===== config.mk =====
export PLATFORM = sky130hd
export DESIGN_NAME = gpio_ports
export DESIGN_NICKNAME = d
export VERILOG_FILES = /design/src/hdl/gpio_pkg.sv /design/src/hdl/gpio_ports.sv /design/src/hdl/pin_sync.sv /design/src/hdl/port_driver.sv
export SDC_FILE = /design/constraint.sdc
export NUM_CORES = 1
export LEC_CHECK = 0
export ABC_AREA = 1
export BUFFER_PORTS_ARGS = -buffer_cell sky130_fd_sc_hd__buf_2
export CAP_MARGIN = 25
export CORE_UTILIZATION = 40
export DETAILED_ROUTE_END_ITERATION = 8
export PLACE_DENSITY = 0.7
export SETUP_SLACK_MARGIN = 0.5
export SYNTH_ARGS = -nofsm -noshare
export SYNTH_HDL_FRONTEND = slang
export SYNTH_SLANG_ARGS = --single-unit

===== constraint.sdc =====
create_clock -name pclk -period 2.04 [get_ports pclk]
set_input_delay 0.102 -clock pclk [delete_from_list [all_inputs] [get_ports pclk]]
set_output_delay 0.102 -clock pclk [all_outputs]
set_load 0.05 [all_outputs]

===== src/hdl/gpio_pkg.sv =====
// Package with register map, field positions and reset values of the port block
package gpio_pkg;
   localparam logic [7:0] ADDR_PORT0 = 8'h00;
   localparam logic [7:0] ADDR_PORT1 = 8'h04;
   localparam logic [7:0] ADDR_PORT2 = 8'h08;
   localparam logic [7:0] ADDR_PORT01_DIR = 8'h0c;
   localparam logic [7:0] ADDR_PORT2_DIR = 8'h10;
   localparam logic [7:0] ADDR_PORT_CONFIG = 8'h14;
   localparam logic [7:0] ADDR_OPTION = 8'h18;
   localparam logic [7:0] ADDR_WAKE_STATUS = 8'h1c;
   localparam logic [7:0] ADDR_RMW_BASE = 8'h20;
   localparam logic [7:0] ADDR_RMW_LAST = 8'h44;
   // port01_direction_reg fields: 1 = input
   localparam int P0_LO_DIR_BIT = 0;
   localparam int P0_HI_DIR_BIT = 1;
   localparam int P1_DIR_BIT = 2;
   // port_config_reg fields: 1 = push-pull
   localparam int P2_PUSHPULL_BIT = 0;
   localparam int P1_PUSHPULL_BIT = 1;
   localparam int P0_PUSHPULL_BIT = 2;
   // option fields
   localparam int OPT_P0_LO_PULLUP_BIT = 0;
   localparam int OPT_P0_HI_PULLUP_BIT = 1;
   localparam int OPT_P2_PULLUP_BIT = 2;
   localparam int OPT_P1_RESERVED_BIT = 3;
   localparam int OPT_WAKE_SEL_BIT = 4;
   localparam int OPT_DEMOD_SEL_BIT = 5;
   localparam logic [2:0] DIR01_RESET = 3'h7;
   localparam logic [7:0] DIR2_RESET = 8'hff;
   localparam logic [2:0] CONFIG_RESET = 3'h0;
   localparam logic [5:0] OPTION_RESET = 6'h00;
   localparam logic [7:0] LATCH_RESET = 8'h00;
   localparam logic [7:0] RESERVED_READ = 8'hff;
   // Read-modify-write operations, selected by address word
   typedef enum logic [1:0] {RMW_OR, RMW_AND, RMW_XOR, RMW_NONE} rmw_op_t;
endpackage


===== src/hdl/gpio_ports.sv =====
// Ports 0 to 2: APB register file, latches, pads, wake-up gate and demod tap
// What this block does
// Pull-up off on any pin set output
// Port reads return synchronised pin level
// OR/AND/XOR read pins, combine, write latch; port 2 has only OR and AND, with no XOR word
// Floating open-drain one reads back zero
// Port 0 direction set per nibble
// Config bit D2 selects port 0 drive
// Software sets nibble direction before output use
// Reset and stop recovery make port 0 input
// Port 0 pull-up option chosen per nibble
// Config bit D1 selects port 1 drive
// Reset and stop recovery make port 1 input
// Reserved port 1 ignores writes, reads ones
// Port 2 direction set per bit
// One setting selects port 2 drive mode
// Reset makes all port 2 bits input
// One option enables all port 2 pull-ups
// Port 2 AND and OR gates wake part
// Port 2 bit 0 feeds demod edge detector
// Latch holds value while pin is input
//
// Local design decisions: the placing of the registers and the APB slave port.
`timescale 1ns/100ps
`default_nettype none
module gpio_ports
   import gpio_pkg::*;
#(
   parameter int WIDTH = 8
) (
   input wire logic pclk,
   input wire logic presetn,
   input wire logic psel,
   input wire logic penable,
   input wire logic pwrite,
   input wire logic [7:0] paddr,
   input wire logic [31:0] pwdata,
   output logic [31:0] prdata,
   output logic pready,
   output logic pslverr,
   input wire logic stop_recovery,
   input wire logic edge_demod_timer_mode,
   input wire logic [WIDTH-1:0] port0_pins_in,
   output logic [WIDTH-1:0] port0_pins_out,
   output logic [WIDTH-1:0] port0_pins_oe_n,
   output logic [WIDTH-1:0] port0_pullup_en,
   input wire logic [WIDTH-1:0] port1_pins_in,
   output logic [WIDTH-1:0] port1_pins_out,
   output logic [WIDTH-1:0] port1_pins_oe_n,
   output logic [WIDTH-1:0] port1_pullup_en,
   input wire logic [WIDTH-1:0] port2_pins_in,
   output logic [WIDTH-1:0] port2_pins_out,
   output logic [WIDTH-1:0] port2_pins_oe_n,
   output logic [WIDTH-1:0] port2_pullup_en,
   output logic wake_up,
   output logic demod_edge_in
);
   localparam int HALF = WIDTH / 2;

   logic [WIDTH-1:0] p0_lvl, p1_lvl, p2_lvl;
   logic [WIDTH-1:0] lat0_q, lat1_q, lat2_q, lat0_d, lat1_d, lat2_d;
   logic [2:0] dir01_q, dir01_d;
   logic [WIDTH-1:0] dir2_q, dir2_d;
   logic [2:0] cfg_q, cfg_d;
   logic [5:0] opt_q, opt_d;
   logic [31:0] rdata_q, rdata_d;
   logic ready_q, ready_d, err_q, err_d;
   logic wake_q, wake_d, demod_q, demod_d;
   logic [WIDTH-1:0] p0_is_out, p1_is_out, p2_is_out;
   logic [WIDTH-1:0] p0_pu_opt, p1_pu_opt, p2_pu_opt;
   logic setup, wr, rd, rmw_hit, mapped;
   logic [1:0] rmw_port;
   rmw_op_t rmw_op;

   // Combine pin levels with an operand as the read-modify-write instructions do
   function automatic logic [WIDTH-1:0] rmw_apply(input rmw_op_t op,
         input logic [WIDTH-1:0] pins, input logic [WIDTH-1:0] opnd);
      logic [WIDTH-1:0] r;
      r = pins;
      unique case (op)
         RMW_OR: r = pins | opnd;
         RMW_AND: r = pins & opnd;
         RMW_XOR: r = pins ^ opnd;
         RMW_NONE: r = pins;
      endcase
      return r;
   endfunction

   pin_sync #(.WIDTH(WIDTH)) u_sync0 (
      .pclk(pclk),
      .presetn(presetn),
      .pin_in(port0_pins_in),
      .level(p0_lvl)
   );

   pin_sync #(.WIDTH(WIDTH)) u_sync1 (
      .pclk(pclk),
      .presetn(presetn),
      .pin_in(port1_pins_in),
      .level(p1_lvl)
   );

   pin_sync #(.WIDTH(WIDTH)) u_sync2 (
      .pclk(pclk),
      .presetn(presetn),
      .pin_in(port2_pins_in),
      .level(p2_lvl)
   );

   // Direction decode: direction register bits are 1 for input
   always_comb begin
      p0_is_out = {{HALF{~dir01_q[P0_HI_DIR_BIT]}}, {HALF{~dir01_q[P0_LO_DIR_BIT]}}};
      p1_is_out = opt_q[OPT_P1_RESERVED_BIT] ? '0 : {WIDTH{~dir01_q[P1_DIR_BIT]}};
      p2_is_out = ~dir2_q;
      p0_pu_opt = {{HALF{opt_q[OPT_P0_HI_PULLUP_BIT]}},
                   {HALF{opt_q[OPT_P0_LO_PULLUP_BIT]}}};
      p1_pu_opt = '0;
      p2_pu_opt = {WIDTH{opt_q[OPT_P2_PULLUP_BIT]}};
   end

   port_driver #(.WIDTH(WIDTH)) u_drv0 (
      .pclk(pclk),
      .presetn(presetn),
      .latch(lat0_q),
      .is_output(p0_is_out),
      .push_pull(cfg_q[P0_PUSHPULL_BIT]),
      .pullup_opt(p0_pu_opt),
      .pin_out(port0_pins_out),
      .pin_oe_n(port0_pins_oe_n),
      .pullup_en(port0_pullup_en)
   );

   port_driver #(.WIDTH(WIDTH)) u_drv1 (
      .pclk(pclk),
      .presetn(presetn),
      .latch(lat1_q),
      .is_output(p1_is_out),
      .push_pull(cfg_q[P1_PUSHPULL_BIT]),
      .pullup_opt(p1_pu_opt),
      .pin_out(port1_pins_out),
      .pin_oe_n(port1_pins_oe_n),
      .pullup_en(port1_pullup_en)
   );

   port_driver #(.WIDTH(WIDTH)) u_drv2 (
      .pclk(pclk),
      .presetn(presetn),
      .latch(lat2_q),
      .is_output(p2_is_out),
      .push_pull(cfg_q[P2_PUSHPULL_BIT]),
      .pullup_opt(p2_pu_opt),
      .pin_out(port2_pins_out),
      .pin_oe_n(port2_pins_oe_n),
      .pullup_en(port2_pullup_en)
   );

   // Bus decode; read-modify-write window holds OR, AND and XOR for ports 0 and 1, only OR and AND for port 2
   always_comb begin
      setup = psel && !penable;
      // A write lands at the edge where the master samples pready high
      wr = psel && penable && pwrite && ready_q;
      rd = setup && !pwrite;
      rmw_hit = (paddr >= ADDR_RMW_BASE) && (paddr <= ADDR_RMW_LAST)
                && (paddr[1:0] == 2'b00);
      rmw_port = 2'd0;
      rmw_op = RMW_NONE;
      if (rmw_hit) begin
         rmw_port = 2'((paddr - ADDR_RMW_BASE) >> 4);
         unique case (paddr[3:2])
            2'd0: rmw_op = RMW_OR;
            2'd1: rmw_op = RMW_AND;
            2'd2: rmw_op = RMW_XOR;
            default: rmw_op = RMW_NONE;
         endcase
         if (rmw_op == RMW_NONE) begin
            rmw_hit = 1'b0;
         end
      end
      mapped = rmw_hit;
      unique case (paddr)
         ADDR_PORT0, ADDR_PORT1, ADDR_PORT2, ADDR_PORT01_DIR, ADDR_PORT2_DIR,
         ADDR_PORT_CONFIG, ADDR_OPTION, ADDR_WAKE_STATUS: mapped = 1'b1;
         default: ;
      endcase
   end

   // Register updates; latches keep their value whatever the direction
   always_comb begin
      lat0_d = lat0_q;
      lat1_d = lat1_q;
      lat2_d = lat2_q;
      dir01_d = dir01_q;
      dir2_d = dir2_q;
      cfg_d = cfg_q;
      opt_d = opt_q;
      if (wr) begin
         unique case (paddr)
            ADDR_PORT0: lat0_d = pwdata[WIDTH-1:0];
            ADDR_PORT1: if (!opt_q[OPT_P1_RESERVED_BIT]) lat1_d = pwdata[WIDTH-1:0];
            ADDR_PORT2: lat2_d = pwdata[WIDTH-1:0];
            ADDR_PORT01_DIR: dir01_d = pwdata[2:0];
            ADDR_PORT2_DIR: dir2_d = pwdata[WIDTH-1:0];
            ADDR_PORT_CONFIG: cfg_d = pwdata[2:0];
            ADDR_OPTION: opt_d = pwdata[5:0];
            default: ;
         endcase
         if (rmw_hit) begin
            // Pins are read, not the latch, so a floating open-drain one stores zero
            unique case (rmw_port)
               2'd0: lat0_d = rmw_apply(rmw_op, p0_lvl, pwdata[WIDTH-1:0]);
               2'd1: if (!opt_q[OPT_P1_RESERVED_BIT])
                  lat1_d = rmw_apply(rmw_op, p1_lvl, pwdata[WIDTH-1:0]);
               2'd2: lat2_d = rmw_apply(rmw_op, p2_lvl, pwdata[WIDTH-1:0]);
               default: ;
            endcase
         end
      end
      if (stop_recovery) begin
         dir01_d[P0_LO_DIR_BIT] = 1'b1;
         dir01_d[P0_HI_DIR_BIT] = 1'b1;
         dir01_d[P1_DIR_BIT] = 1'b1;
      end
   end

   // Read data, answer in the access cycle
   always_comb begin
      rdata_d = rdata_q;
      ready_d = setup;
      err_d = setup && !mapped;
      if (rd) begin
         rdata_d = '0;
         unique case (paddr)
            ADDR_PORT0: rdata_d[WIDTH-1:0] = p0_lvl;
            ADDR_PORT1: rdata_d[WIDTH-1:0] =
               opt_q[OPT_P1_RESERVED_BIT] ? RESERVED_READ : p1_lvl;
            ADDR_PORT2: rdata_d[WIDTH-1:0] = p2_lvl;
            ADDR_PORT01_DIR: rdata_d[2:0] = dir01_q;
            ADDR_PORT2_DIR: rdata_d[WIDTH-1:0] = dir2_q;
            ADDR_PORT_CONFIG: rdata_d[2:0] = cfg_q;
            ADDR_OPTION: rdata_d[5:0] = opt_q;
            ADDR_WAKE_STATUS: rdata_d[1:0] = {&p2_lvl, |p2_lvl};
            default: ;
         endcase
      end
   end

   // Wake-up gate and edge-detector tap
   always_comb begin
      wake_d = opt_q[OPT_WAKE_SEL_BIT] ? &p2_lvl : |p2_lvl;
      demod_d = edge_demod_timer_mode && opt_q[OPT_DEMOD_SEL_BIT] && p2_lvl[0];
   end

   always_ff @(posedge pclk or negedge presetn) begin
      if (!presetn) begin
         lat0_q <= LATCH_RESET;
         lat1_q <= LATCH_RESET;
         lat2_q <= LATCH_RESET;
         dir01_q <= DIR01_RESET;
         dir2_q <= DIR2_RESET;
         cfg_q <= CONFIG_RESET;
         opt_q <= OPTION_RESET;
         rdata_q <= '0;
         ready_q <= 1'b0;
         err_q <= 1'b0;
         wake_q <= 1'b0;
         demod_q <= 1'b0;
      end else begin
         lat0_q <= lat0_d;
         lat1_q <= lat1_d;
         lat2_q <= lat2_d;
         dir01_q <= dir01_d;
         dir2_q <= dir2_d;
         cfg_q <= cfg_d;
         opt_q <= opt_d;
         rdata_q <= rdata_d;
         ready_q <= ready_d;
         err_q <= err_d;
         wake_q <= wake_d;
         demod_q <= demod_d;
      end
   end

   assign prdata = rdata_q;
   assign pready = ready_q;
   assign pslverr = err_q;
   assign wake_up = wake_q;
   assign demod_edge_in = demod_q;
endmodule
`default_nettype wire


===== src/hdl/pin_sync.sv =====
// Three-stage pin synchroniser; a change is accepted when stages two and three agree
`timescale 1ns/100ps
`default_nettype none
module pin_sync
   import gpio_pkg::*;
#(
   parameter int WIDTH = 8
) (
   input wire logic pclk,
   input wire logic presetn,
   input wire logic [WIDTH-1:0] pin_in,
   output logic [WIDTH-1:0] level
);
   logic [WIDTH-1:0] s1_q, s2_q, s3_q, level_q;
   logic [WIDTH-1:0] level_d;

   always_comb begin
      level_d = level_q;
      for (int i = 0; i < WIDTH; i++) begin
         if (s2_q[i] == s3_q[i]) begin
            level_d[i] = s3_q[i];
         end
      end
   end

   always_ff @(posedge pclk or negedge presetn) begin
      if (!presetn) begin
         s1_q <= '0;
         s2_q <= '0;
         s3_q <= '0;
         level_q <= '0;
      end else begin
         s1_q <= pin_in;
         s2_q <= s1_q;
         s3_q <= s2_q;
         level_q <= level_d;
      end
   end

   assign level = level_q;
endmodule
`default_nettype wire


===== src/hdl/port_driver.sv =====
// Per-port pad control: drive enables, open-drain and pull-up gating for eight pins
`timescale 1ns/100ps
`default_nettype none
module port_driver
   import gpio_pkg::*;
#(
   parameter int WIDTH = 8
) (
   input wire logic pclk,
   input wire logic presetn,
   input wire logic [WIDTH-1:0] latch,
   input wire logic [WIDTH-1:0] is_output,
   input wire logic push_pull,
   input wire logic [WIDTH-1:0] pullup_opt,
   output logic [WIDTH-1:0] pin_out,
   output logic [WIDTH-1:0] pin_oe_n,
   output logic [WIDTH-1:0] pullup_en
);
   logic [WIDTH-1:0] out_q, oe_n_q, pu_q;
   logic [WIDTH-1:0] out_d, oe_n_d, pu_d;

   always_comb begin
      out_d = latch;
      // Open drain only pulls low; a one leaves the pin floating
      oe_n_d = ~(is_output & (push_pull ? {WIDTH{1'b1}} : ~latch));
      pu_d = pullup_opt & ~is_output;
   end

   always_ff @(posedge pclk or negedge presetn) begin
      if (!presetn) begin
         out_q <= '0;
         oe_n_q <= '1;
         pu_q <= '0;
      end else begin
         out_q <= out_d;
         oe_n_q <= oe_n_d;
         pu_q <= pu_d;
      end
   end

   assign pin_out = out_q;
   assign pin_oe_n = oe_n_q;
   assign pullup_en = pu_q;
endmodule
`default_nettype wire


# After elaboration in Yosys (flattened, before gate mapping)
# Cells that the tools add are included.
[word_totals]
ff_bits = 216
latchBits = 0
ram_bits = 0
romBits = 0
input_bits = 71
output_inout_bits = 108
elab_cells = 182
mem_count = 0
[classes]
n_addsub = 1
mul = 0
n_div = 0
n_lt_le_gt_ge = 2
n_eq_ne = 39
shift = 0
n_mux = 34
bitwise = 26
reduce_logical = 27
[op_table]
columns = ["cell", "n"]
rows = [
  ["two-way mux 8 bit", 16],
  ["one-hot mux 8 bit (4 select lines)", 3],
  ["inverter 8 bit", 9],
  ["bitwise AND 8 bit", 8],
  ["equality test 8 x 5 -> 1 bit, second input constant", 4],
  ["equality test 1 bit", 24],
  ["bitwise OR 8 bit", 3],
  ["XOR 8 bit", 3],
  ["equality test 8 x 4 -> 1 bit, second input constant", 2],
  ["one-hot mux 2 bit (8 select lines)", 1],
  ["OR reduction 8 bit", 2],
  ["one-hot mux 3 bit (5 select lines)", 1],
  ["equality test 2 bit, second input constant", 5],
  ["logical AND 1 bit", 10],
  ["two-way mux 3 bit", 3],
  ["equality test 8 x 3 -> 1 bit, second input constant", 1],
  [">= comparator 8 x 6 -> 1 bit, second input constant", 1],
  ["<= comparator 8 x 7 -> 1 bit, second input constant", 1],
  ["logical NOT 2 bit", 4],
  ["logical NOT 8 bit", 1],
  ["one-hot mux 2 bit (4 select lines)", 1],
  ["AND reduction 2 bit", 4],
  ["AND reduction 8 bit", 1],
  ["one-hot mux 1 bit (7 select lines)", 1],
  ["8 further kinds", 20],
]

# Logic depth before layout (Yosys ltp)
# Gate-level depths: netlist (run 1).
[depth]
depth_word = 10
depth_mapped = 14
depth_no_buf = 13

# By module
# From an unflattened synthesis (run 1), not the netlist that was laid out.
[unflattened]
hier_cells = 1100
area_unflattened_um2 = 9875.7
[modules_own_cells]
columns = ["module", "instances", "cells_per_inst", "area_each_um2", "seq_area_each_um2"]
rows = [
  ["gpio_ports", 1, 737, 4879.7, 1415.1],
  ["pin_sync", 3, 64, 930.9, 800.8],
  ["port_driver", 3, 57, 734.5, 610.6],
]

# Worst setup path before layout (run 1)
# OpenSTA, ideal clock, no wires.
[synth_timing]
path_type = "flip-flop to flip-flop"
start = "register ready_q (netlist: pready)"
end = "register lat0_q[0]"
setup_time_ps = 66
t_arrival_ps = 1519
required_time_ps = 1974
path_slack_ps = 455
path_stages_with_launch = 6
n_path_buf = 2
synth_period_minus_slack_ps = 1585
path_cell_list = "dfrtp_1 nand4_1 clkbuf_1 clkbuf_1 nand2_1 nand2_1"
[synth_between]
elab_chain_cells = 1
[synth_rtl]
columns = ["element", "line", "text"]
rows = [
  ["from (decl)", "gpio_ports.sv:67", "logic ready_q, ready_d, err_q, err_d;"],
  ["from (signal assigned)", "gpio_ports.sv:276", "ready_q <= ready_d;"],
  ["logical AND 1 bit", "gpio_ports.sv:161", "wr = psel && penable && pwrite && ready_q;"],
  ["to (signal assigned)", "gpio_ports.sv:268", "lat0_q <= lat0_d;"],
  ["to (decl)", "gpio_ports.sv:61", "logic [WIDTH-1:0] lat0_q, lat1_q, lat2_q, lat0_d, lat1_d, lat2_d;"],
]
# No other way between the ends.
# A chain may end at the register's enable or synchronous reset.

# Worst setup path after layout (run 1)
[layout_timing]
start = "input port pwdata[1]"
end = "register lat2_q[1]"
[layout_between]
elab_chain_cells = 4
elab_cells_between_ends = 7
cone_classes = "mux (4); bitwise (3)"
[layout_rtl]
columns = ["element", "line", "text"]
rows = [
  ["from (decl)", "gpio_ports.sv:37", "input wire logic [31:0] pwdata,"],
  ["XOR 8 bit, or another cell as far along", "gpio_ports.sv:83", "RMW_XOR: r = pins ^ opnd;"],
  ["one-hot mux 8 bit (4 select lines)", "gpio_ports.sv:80", "unique case (op)"],
  ["two-way mux 8 bit", "gpio_ports.sv:209", "unique case (rmw_port)"],
  ["two-way mux 8 bit (*)", "gpio_ports.sv:207", "if (rmw_hit) begin"],
  ["to (signal assigned)", "gpio_ports.sv:270", "lat2_q <= lat2_d;"],
  ["to (decl)", "gpio_ports.sv:61", ""],
]
# Every way passes the cells marked *; elsewhere a longest branch is shown, timed or not.

==> metrics.md, run 1 <==
| Metric | Value |
|---|---|
| Status | complete, no violations |
| Vias | about 7,100 |
| Cell Area, Synth | about 0.0093 mm² |
| Number of H-tree levels | 1 |
| RSZ-0062 raised after global routing | no |
| Pre-CTS setup slack | -0.0600 ns |
| Final Hold Viols | 0 |
| Fin area | around 0.011 mm² |
| CP peak stage delay | about 0.53 ns |
| Worst Setup Path Type | input pin to register |
| Internal power | approximately 7.0 mW |
| Final setup fails | 0 |
| CTS tree | yes |
| Cells on worst reg2reg path | 7 |
| IO Count | between 150 and 200 |
| Pwr/cell area | just over 800 mW/mm² |
| Post-DR vias/cell | 4.80 |
| Root Driver | clkbuf_16 |
| Post-Route WL | ~23 mm |
| Final Slew Violations | 0 |
| Hold Path End | prdata[0] |
| Row cnt | 55 |
| First-pass GRT wire length | around 37 mm |
| Hold path startpoint | pwrite |
| Buf/Inv on CP | 4 |
| Overall Power | 9.43 mW |
| Worst path required time | between 2 and 2.5 ns |
| Reg power frac | around 48% |
| Max_cap viols | 0 |
| Worst setup EP type | register |
| Origin of the critical flop-to-flop path | opt_q[3] |
| GP Congestion | 0.890 |
| Die area | roughly 0.024 mm² |
| Largest net degree at the start of global routing | 66 |
| DIE HEIGHT | between 150 and 200 µm |
| Worst slew pin tran | about 0.56 ns |
| Drt wl/cell | ~16 µm |
| R2R Setup Slk | roughly 0.65 ns |
| WP data arrival | roughly 1.9 ns |
| VDD IR max | about 550 µV |
| Mean Syn Cell Area | ~9.4 µm² |
| Gate Count Post-Synth | 995 |
| RR Endpoint | lat1_q[7] |
| Layout Utilization | ~50% |
| Post-synth top area cell | dfrtp_1 |
| Final worst setup slack | 0.576 ns |
| Initial antenna violation count | 1 |
| Clock slew at reported path FFs | approximately 0.06 ns |
| Clock Skew | roughly 0.0094 ns |
| Combinational Power Share | about a tenth |
| Final #Nets | between 1,000 and 1,500 |
| Final HPWL DP | around 16 mm |
| Tmin final | 1.46 ns |
| Synth cell types | 32 |
| FMAX | 683 MHz |
| Starting DRC count in detailed routing | between 400 and 500 |
| Sw Ratio | between 20 and 30% |
| Pleak | a little under 6 nW |
| Final antenna-violating net count | 0 |
| Clock Sinks | 210 |
| Crit-path cells | dlygate4sd3_1, buf_2, clkinvlp_4, buf_4, ha_1, nand3_1, nand4_1, nand2_1, nand2_1 |
| Crit path max fanout | 7 |
| CORE AREA | 0.0227 mm² |
| Startpoint class of the critical path | input pin |
| Hold Path Depth | 5 |
| Clock share of power | 41.2% |
| Worst skew pair latency | roughly 0.49 ns |
| Grt ovf | 0 |
| Crit-path slowest cell | dlygate4sd3_1 |
| Gr usage total | between 10% and 20% |
| Post-synthesis async set-or-reset flop share | 100% |
| Vias in the first global route | roughly 6,600 |
| PortBufs | roughly 120 |
| Die width | roughly 150 µm |
| Cell family with most CP delay | buffers and inverters |
| Relative slew slack | a little over three fifths |
| Drt pass-1 iters | 5 |
| Share of cells above drive strength 1 | between 20 and 25% |
| Inserted Clock Buffers | 21 |
| DRC errors left | 0 |
| Most common cell in the netlist | nand2_1 |
| Number of flops mapped to enable cells by yosys | 0 |
| Largest cells by area after synthesis | dfrtp_1 (47%), nand2_1 (10%), dfstp_2 (9.9%) |
| Sw Pwr | ~2.4 mW |
| Clock buffer depth | 3 |
| Placed cell area | slightly above 0.01 mm² |
| Sequential share of the synthesized area | 56.9% |
| Top FF cell, synth | dfrtp_1 |
| Post-synth top cells | nand2_1 (253), dfrtp_1 (175), nor2_1 (122), inv_1 (93), o21ai_0 (66) |
| Worst Hold Class | input pin to register |
| Initial core utilization | around two fifths |
| Post-synth top area share | 47.0% |
| Period utilization | between 70% and 80% |
| Synthesis Warnings | 0 |
| Area delta synth->final | 21.8% |
| Most frequent CP cell | nand2_1 |
| Synth Register Bits | 210 |
[through the flow]
stage / hold slack, ns / std cells / setup TNS, ns
floorplan: -0.194 / 1026 / 0
global placement: 0.141 / 1396 / -0.120
detailed placement: 0.145 / 1396 / -0.478
CTS: 0.0861 / 1466 / 0
global route: 0.115 / 1469 / 0
finish: 0.105 / 1470 / 0
[cells in the final DEF (no fill, tap or decap), types with 5 or more instances in the layout]
| cell type | count |
|---|---|
| nand2_1 | 252 |
| dfrtp_1 | 173 |
| buf_2 | 121 |
| nor2_1 | 119 |
| inv_1 | 90 |
| o21ai_0 | 66 |
| ha_1 | 48 |
| nand4_1 | 35 |
| dfstp_2 | 35 |
| conb_1 | 32 |
| dlygate4sd3_1 | 32 |
| buf_4 | 28 |
| maj3_1 | 24 |
| a21oi_1 | 22 |
| nand3_1 | 21 |
| clkbuf_16 | 21 |
| clkinv_2 | 6 |
| clkbuf_8 | 6 |
| a21o_1 | 5 |
| o22ai_1 | 5 |
[what timing repair did]
action / 4_1_cts / 5_1_grt
hold buffers: 32 / 0
pin swaps: 1 / 0
resized for setup: 0 / 9
setup buffers: 1 / 3
endpoints found under the setup margin: 12 / 30
endpoints found under the hold margin: 95 / 0
[cells by family after synthesis]
| family | count (synthesis) | synth area share (%) |
|---|---|---|
| other | 1 | 0.0403 |
| buffers and inverters | 163 | 8.21 |
| flip-flops | 210 | 56.9 |
| AND/OR/NAND/NOR | 442 | 19.5 |
| AO/OA/AOI/OAI | 107 | 6.37 |
| adder cells (fa/ha/maj) | 72 | 9.03 |
[area by class of cell]
cell class,instances,area (µm²)
Antenna cell,1,2.50
Tap cell,285,357
Multi-Input combinational cell,653,3400
Inverter,99,375
Clock inverter,9,97.6
Sequential cell,210,5300
Clock buffer,28,602
Fill cell,2114,11400
Timing Repair Buffer,185,1210
[worst max path at each step]
stage          startpoint         to  slack, ns  depth (start not counted)
2_1_floorplan    paddr[1]  lat2_q[6]       0.54                         11
3_3_place_gp     paddr[2]  lat0_q[7]      -0.03                         15
3_5_place_dp     paddr[2]  lat1_q[7]      -0.06                         13
4_1_cts          opt_q[3]  lat1_q[7]       0.53                          7
5_1_grt          paddr[1]  lat1_q[2]       0.50                         12
6_report        pwdata[1]  lat2_q[1]       0.58                          9
[power by group through the flow]
stage	registers, mW	clock network (mW)	logic (mW)
after global routing	4.56	4.16	1.12
after CTS	4.53	3.98	1.01
after global placement	4.60	0	0.942
final	4.54	3.88	1.01
after floorplan	4.71	0	0.513
after detailed placement	4.61	0	0.960
[layer usage]
layer | GRT usage [%] | part of all wire (%) | vias up
met5 | 0 | 0 | -
li1 | - | - | 3448
met1 | 29.2 | 47 | 3355
met4 | 4.05 | 1.3 | 0
met2 | 31.6 | 45 | 224
met3 | 3.00 | 5.8 | 24
[worst min-delay path: cells and delay by family]
family	cells	cell delay, ns
buffers and inverters	2	0.28
and+or+nand+nor	3	0.17
Note: power is estimated with default switching activity, not from simulation.
==> inputs of run 2 (changes only) <==
==> constraint.sdc (replaced) <==
create_clock -name pclk -period 1.46 [get_ports pclk]
set_input_delay 0.073 -clock pclk [delete_from_list [all_inputs] [get_ports pclk]]
set_output_delay 0.073 -clock pclk [all_outputs]
set_load 0.05 [all_outputs]
==> metrics.md, run 2 (synthesized netlist as in run 1, its figures left out) <==
| Metric | Value |
|---|---|
| Row cnt | 55 (unchanged) |
| CORE AREA | 0.0227 mm² (unchanged) |
| Tmin final | ~1.4 ns |
| Post-Route WL | 28.2 mm (was 23.2 mm) |
| Startpoint class of the critical path | register (was input pin) |
| Clock buffer depth | 3 (unchanged) |
| Initial core utilization | 41.0% (unchanged) |
| First-pass GRT wire length | 42.0 mm (was 37.1 mm) |
| Share of cells above drive strength 1 | 42.9% (was 20.4%) |
| Pleak | 6.70 nW (was 5.77 nW) |
| Die width | 155 µm (unchanged) |
| Pre-CTS setup slack | -0.282 ns (was -0.0600 ns) |
| Most common cell after layout, fill and taps aside | nand2_1 (unchanged) |
| DRC errors left | 0 (unchanged) |
| Clock Sinks | 210 (unchanged) |
| Final worst setup slack | 0.0770 ns (was 0.576 ns) |
| Status | complete, no violations (unchanged) |
| Final Hold Viols | 0 (unchanged) |
| Period utilization | a little over nine tenths |
| GP Congestion | 0.957 (was 0.890) |
| Worst setup path startpoint | opt_q[3] (was pwdata[1]) |
| Vias in the first global route | 7,513 (was 6,620) |
| Final Slew Violations | 0 (unchanged) |
| Worst Hold Class | input pin to register (unchanged) |
| Pwr/cell area | 987 mW/mm² (was 831 mW/mm²) |
| RSZ-0062 raised after global routing | yes (was no) |
| Drt pass-1 iters | 5 (unchanged) |
| Drt wl/cell | 17.6 µm (was 15.8 µm) |
| Area delta synth->final | 50.3% (was 21.8%) |
| Root Driver | clkbuf_16 (unchanged) |
| Post-DR vias/cell | 4.99 (was 4.80) |
| Starting DRC count in detailed routing | 567 (was 435) |
| Clock Skew | 0.0108 ns (was 0.00940 ns) |
| Initial antenna violation count | 1 (unchanged) |
| Met1 Track Usage GR | 31.7% (was 29.2%) |
| CP endpoint | prdata[1] (was lat2_q[1]) |
| Grt ovf | 0 (unchanged) |
| Most frequent cells in the layout | nand2_1 (221), dfrtp_1 (158), buf_4 (105), nor2_1 (96), buf_6 (86) (was nand2_1 (252), dfrtp_1 (173), buf_2 (121), nor2_1 (119), inv_1 (90)) |
| R2R Setup Slk | 0.08 ns (was 0.65 ns) |
| Worst skew pair latency | 0.51 ns (was 0.49 ns) |
| DIE HEIGHT | 155 µm (unchanged) |
| Worst setup EP type | register (unchanged) |
| WHS | 0.0197 ns (was 0.105 ns) |
| IO Count | 179 (unchanged) |
| Final setup fails | 0 (unchanged) |
| Layout Utilization | 61.6% (was 50.0%) |
| Vias | 7,962 (was 7,051) |
| PortBufs | 122 (unchanged) |
| Fillers | 1,778 (was 2,114) |
| Antenna cell count | 0 (was 1) |
| RR Endpoint | prdata[1] (was lat1_q[7]) |
| Final #Nets | 1,417 (was 1,289) |
| Worst slew pin tran | 0.535 ns (was 0.560 ns) |
| Crit path max fanout | 5 (was 7) |
| Final antenna-violating net count | 0 (unchanged) |
| Clock slew at reported path FFs | 0.06 ns (about the same) |
| Met3 Resource Use GR | 4.20% (was 3.00%) |
| Gr usage total | 23.0% (was 20.0%) |
| Number of H-tree levels | 1 (unchanged) |
| Origin of the critical flop-to-flop path | opt_q[3] (unchanged) |
| WP data arrival | 1.78 ns (was 1.85 ns) |
| Largest net degree at the start of global routing | 56 (was 66) |
| Die area | 0.0239 mm² (unchanged) |
| Busiest layer in global routing | met2 (unchanged) |
| CTS tree | yes (unchanged) |
| Relative slew slack | 64.3% (was 62.5%) |
| Inserted Clock Buffers | 21 (unchanged) |
| FMAX | between 700 and 800 MHz |
| Final HPWL DP | 19.0 mm (was 16.2 mm) |
| Max_cap viols | 0 (unchanged) |
| Worst path required time | 1.85 ns (was 2.43 ns) |
| M2 GR Usage | 36.0% (was 31.6%) |
| VDD IR max | 1000 µV (was 546 µV) |
| Cells on worst reg2reg path | 8 (was 7) |
| Worst Setup Path Type | register to register (was input pin to register) |
run 2: area by class of cell:
class | count | area, µm² | share of cell area [%]
clock buffer | 28 | 592 | 4.23
clock inverter | 8 | 72.6 | 0.518
multi-input combinational | 654 | 4210 | 30.0
tap | 285 | 357 | 2.55
inverter | 99 | 392 | 2.80
sequential | 210 | 5320 | 38.0
timing repair buffer | 312 | 3060 | 21.9
run 2: worst min path at each step:
stage / slack (ns) / start / to / cells after the start
after floorplan: -0.22 / presetn / cfg_q[0] / 0
after global placement: 0.09 / presetn / u_sync1.s1_q[4] / 1
after detailed placement: 0.09 / presetn / u_sync1.s1_q[4] / 1
after CTS: -0.01 / pwrite / prdata[2] / 4
after global routing: 0.03 / pwrite / prdata[2] / 4
final: 0.02 / pwrite / prdata[2] / 4
run 2: power breakdown:
part	internal, mW	total, mW	switching, mW
logic	0.930	2.21	1.28
clock network	3.02	5.23	2.21
registers	6.11	6.36	0.246
run 2: timing repair:
item                                    CTS  global route
hold buffers                             28             0
endpoints found under the setup margin  149           159
hold endpoints to repair                190             0
resized for setup                       251           214
cloned                                    1             1
setup buffers                            26            28
pin swaps                                35            88
run 2: critical path: stages, from the launching register on:
cell and delay [ns]:
dfrtp_2 0.44, buf_4 0.18, o21ai_1 0.12, o21ai_1 0.08, buf_4 0.15, nor2_1 0.11
nand2_1 0.08, nand2_1 0.06, nand2_1 0.05
run 2: metal layers:
metal | vias to the layer above | wire length, µm
li1 | 3715 | -
met1 | 3813 | 11900
met2 | 346 | 13000
met3 | 86 | 2130
met4 | 2 | 1160
met5 | - | 10
run 2: per-stage QoR:
stage / TNS [ns] / power, mW / std cells / instance area [µm²]
after floorplan: -0.0141 / 7.32 / 1026 / 9610
after global placement: -7.47 / 8.01 / 1476 / 11100
after detailed placement: -7.31 / 8.03 / 1476 / 11100
after CTS: 0 / 13.6 / 1567 / 13000
after global routing: -0.0814 / 14.4 / 1596 / 14000
final: 0 / 13.8 / 1596 / 14000
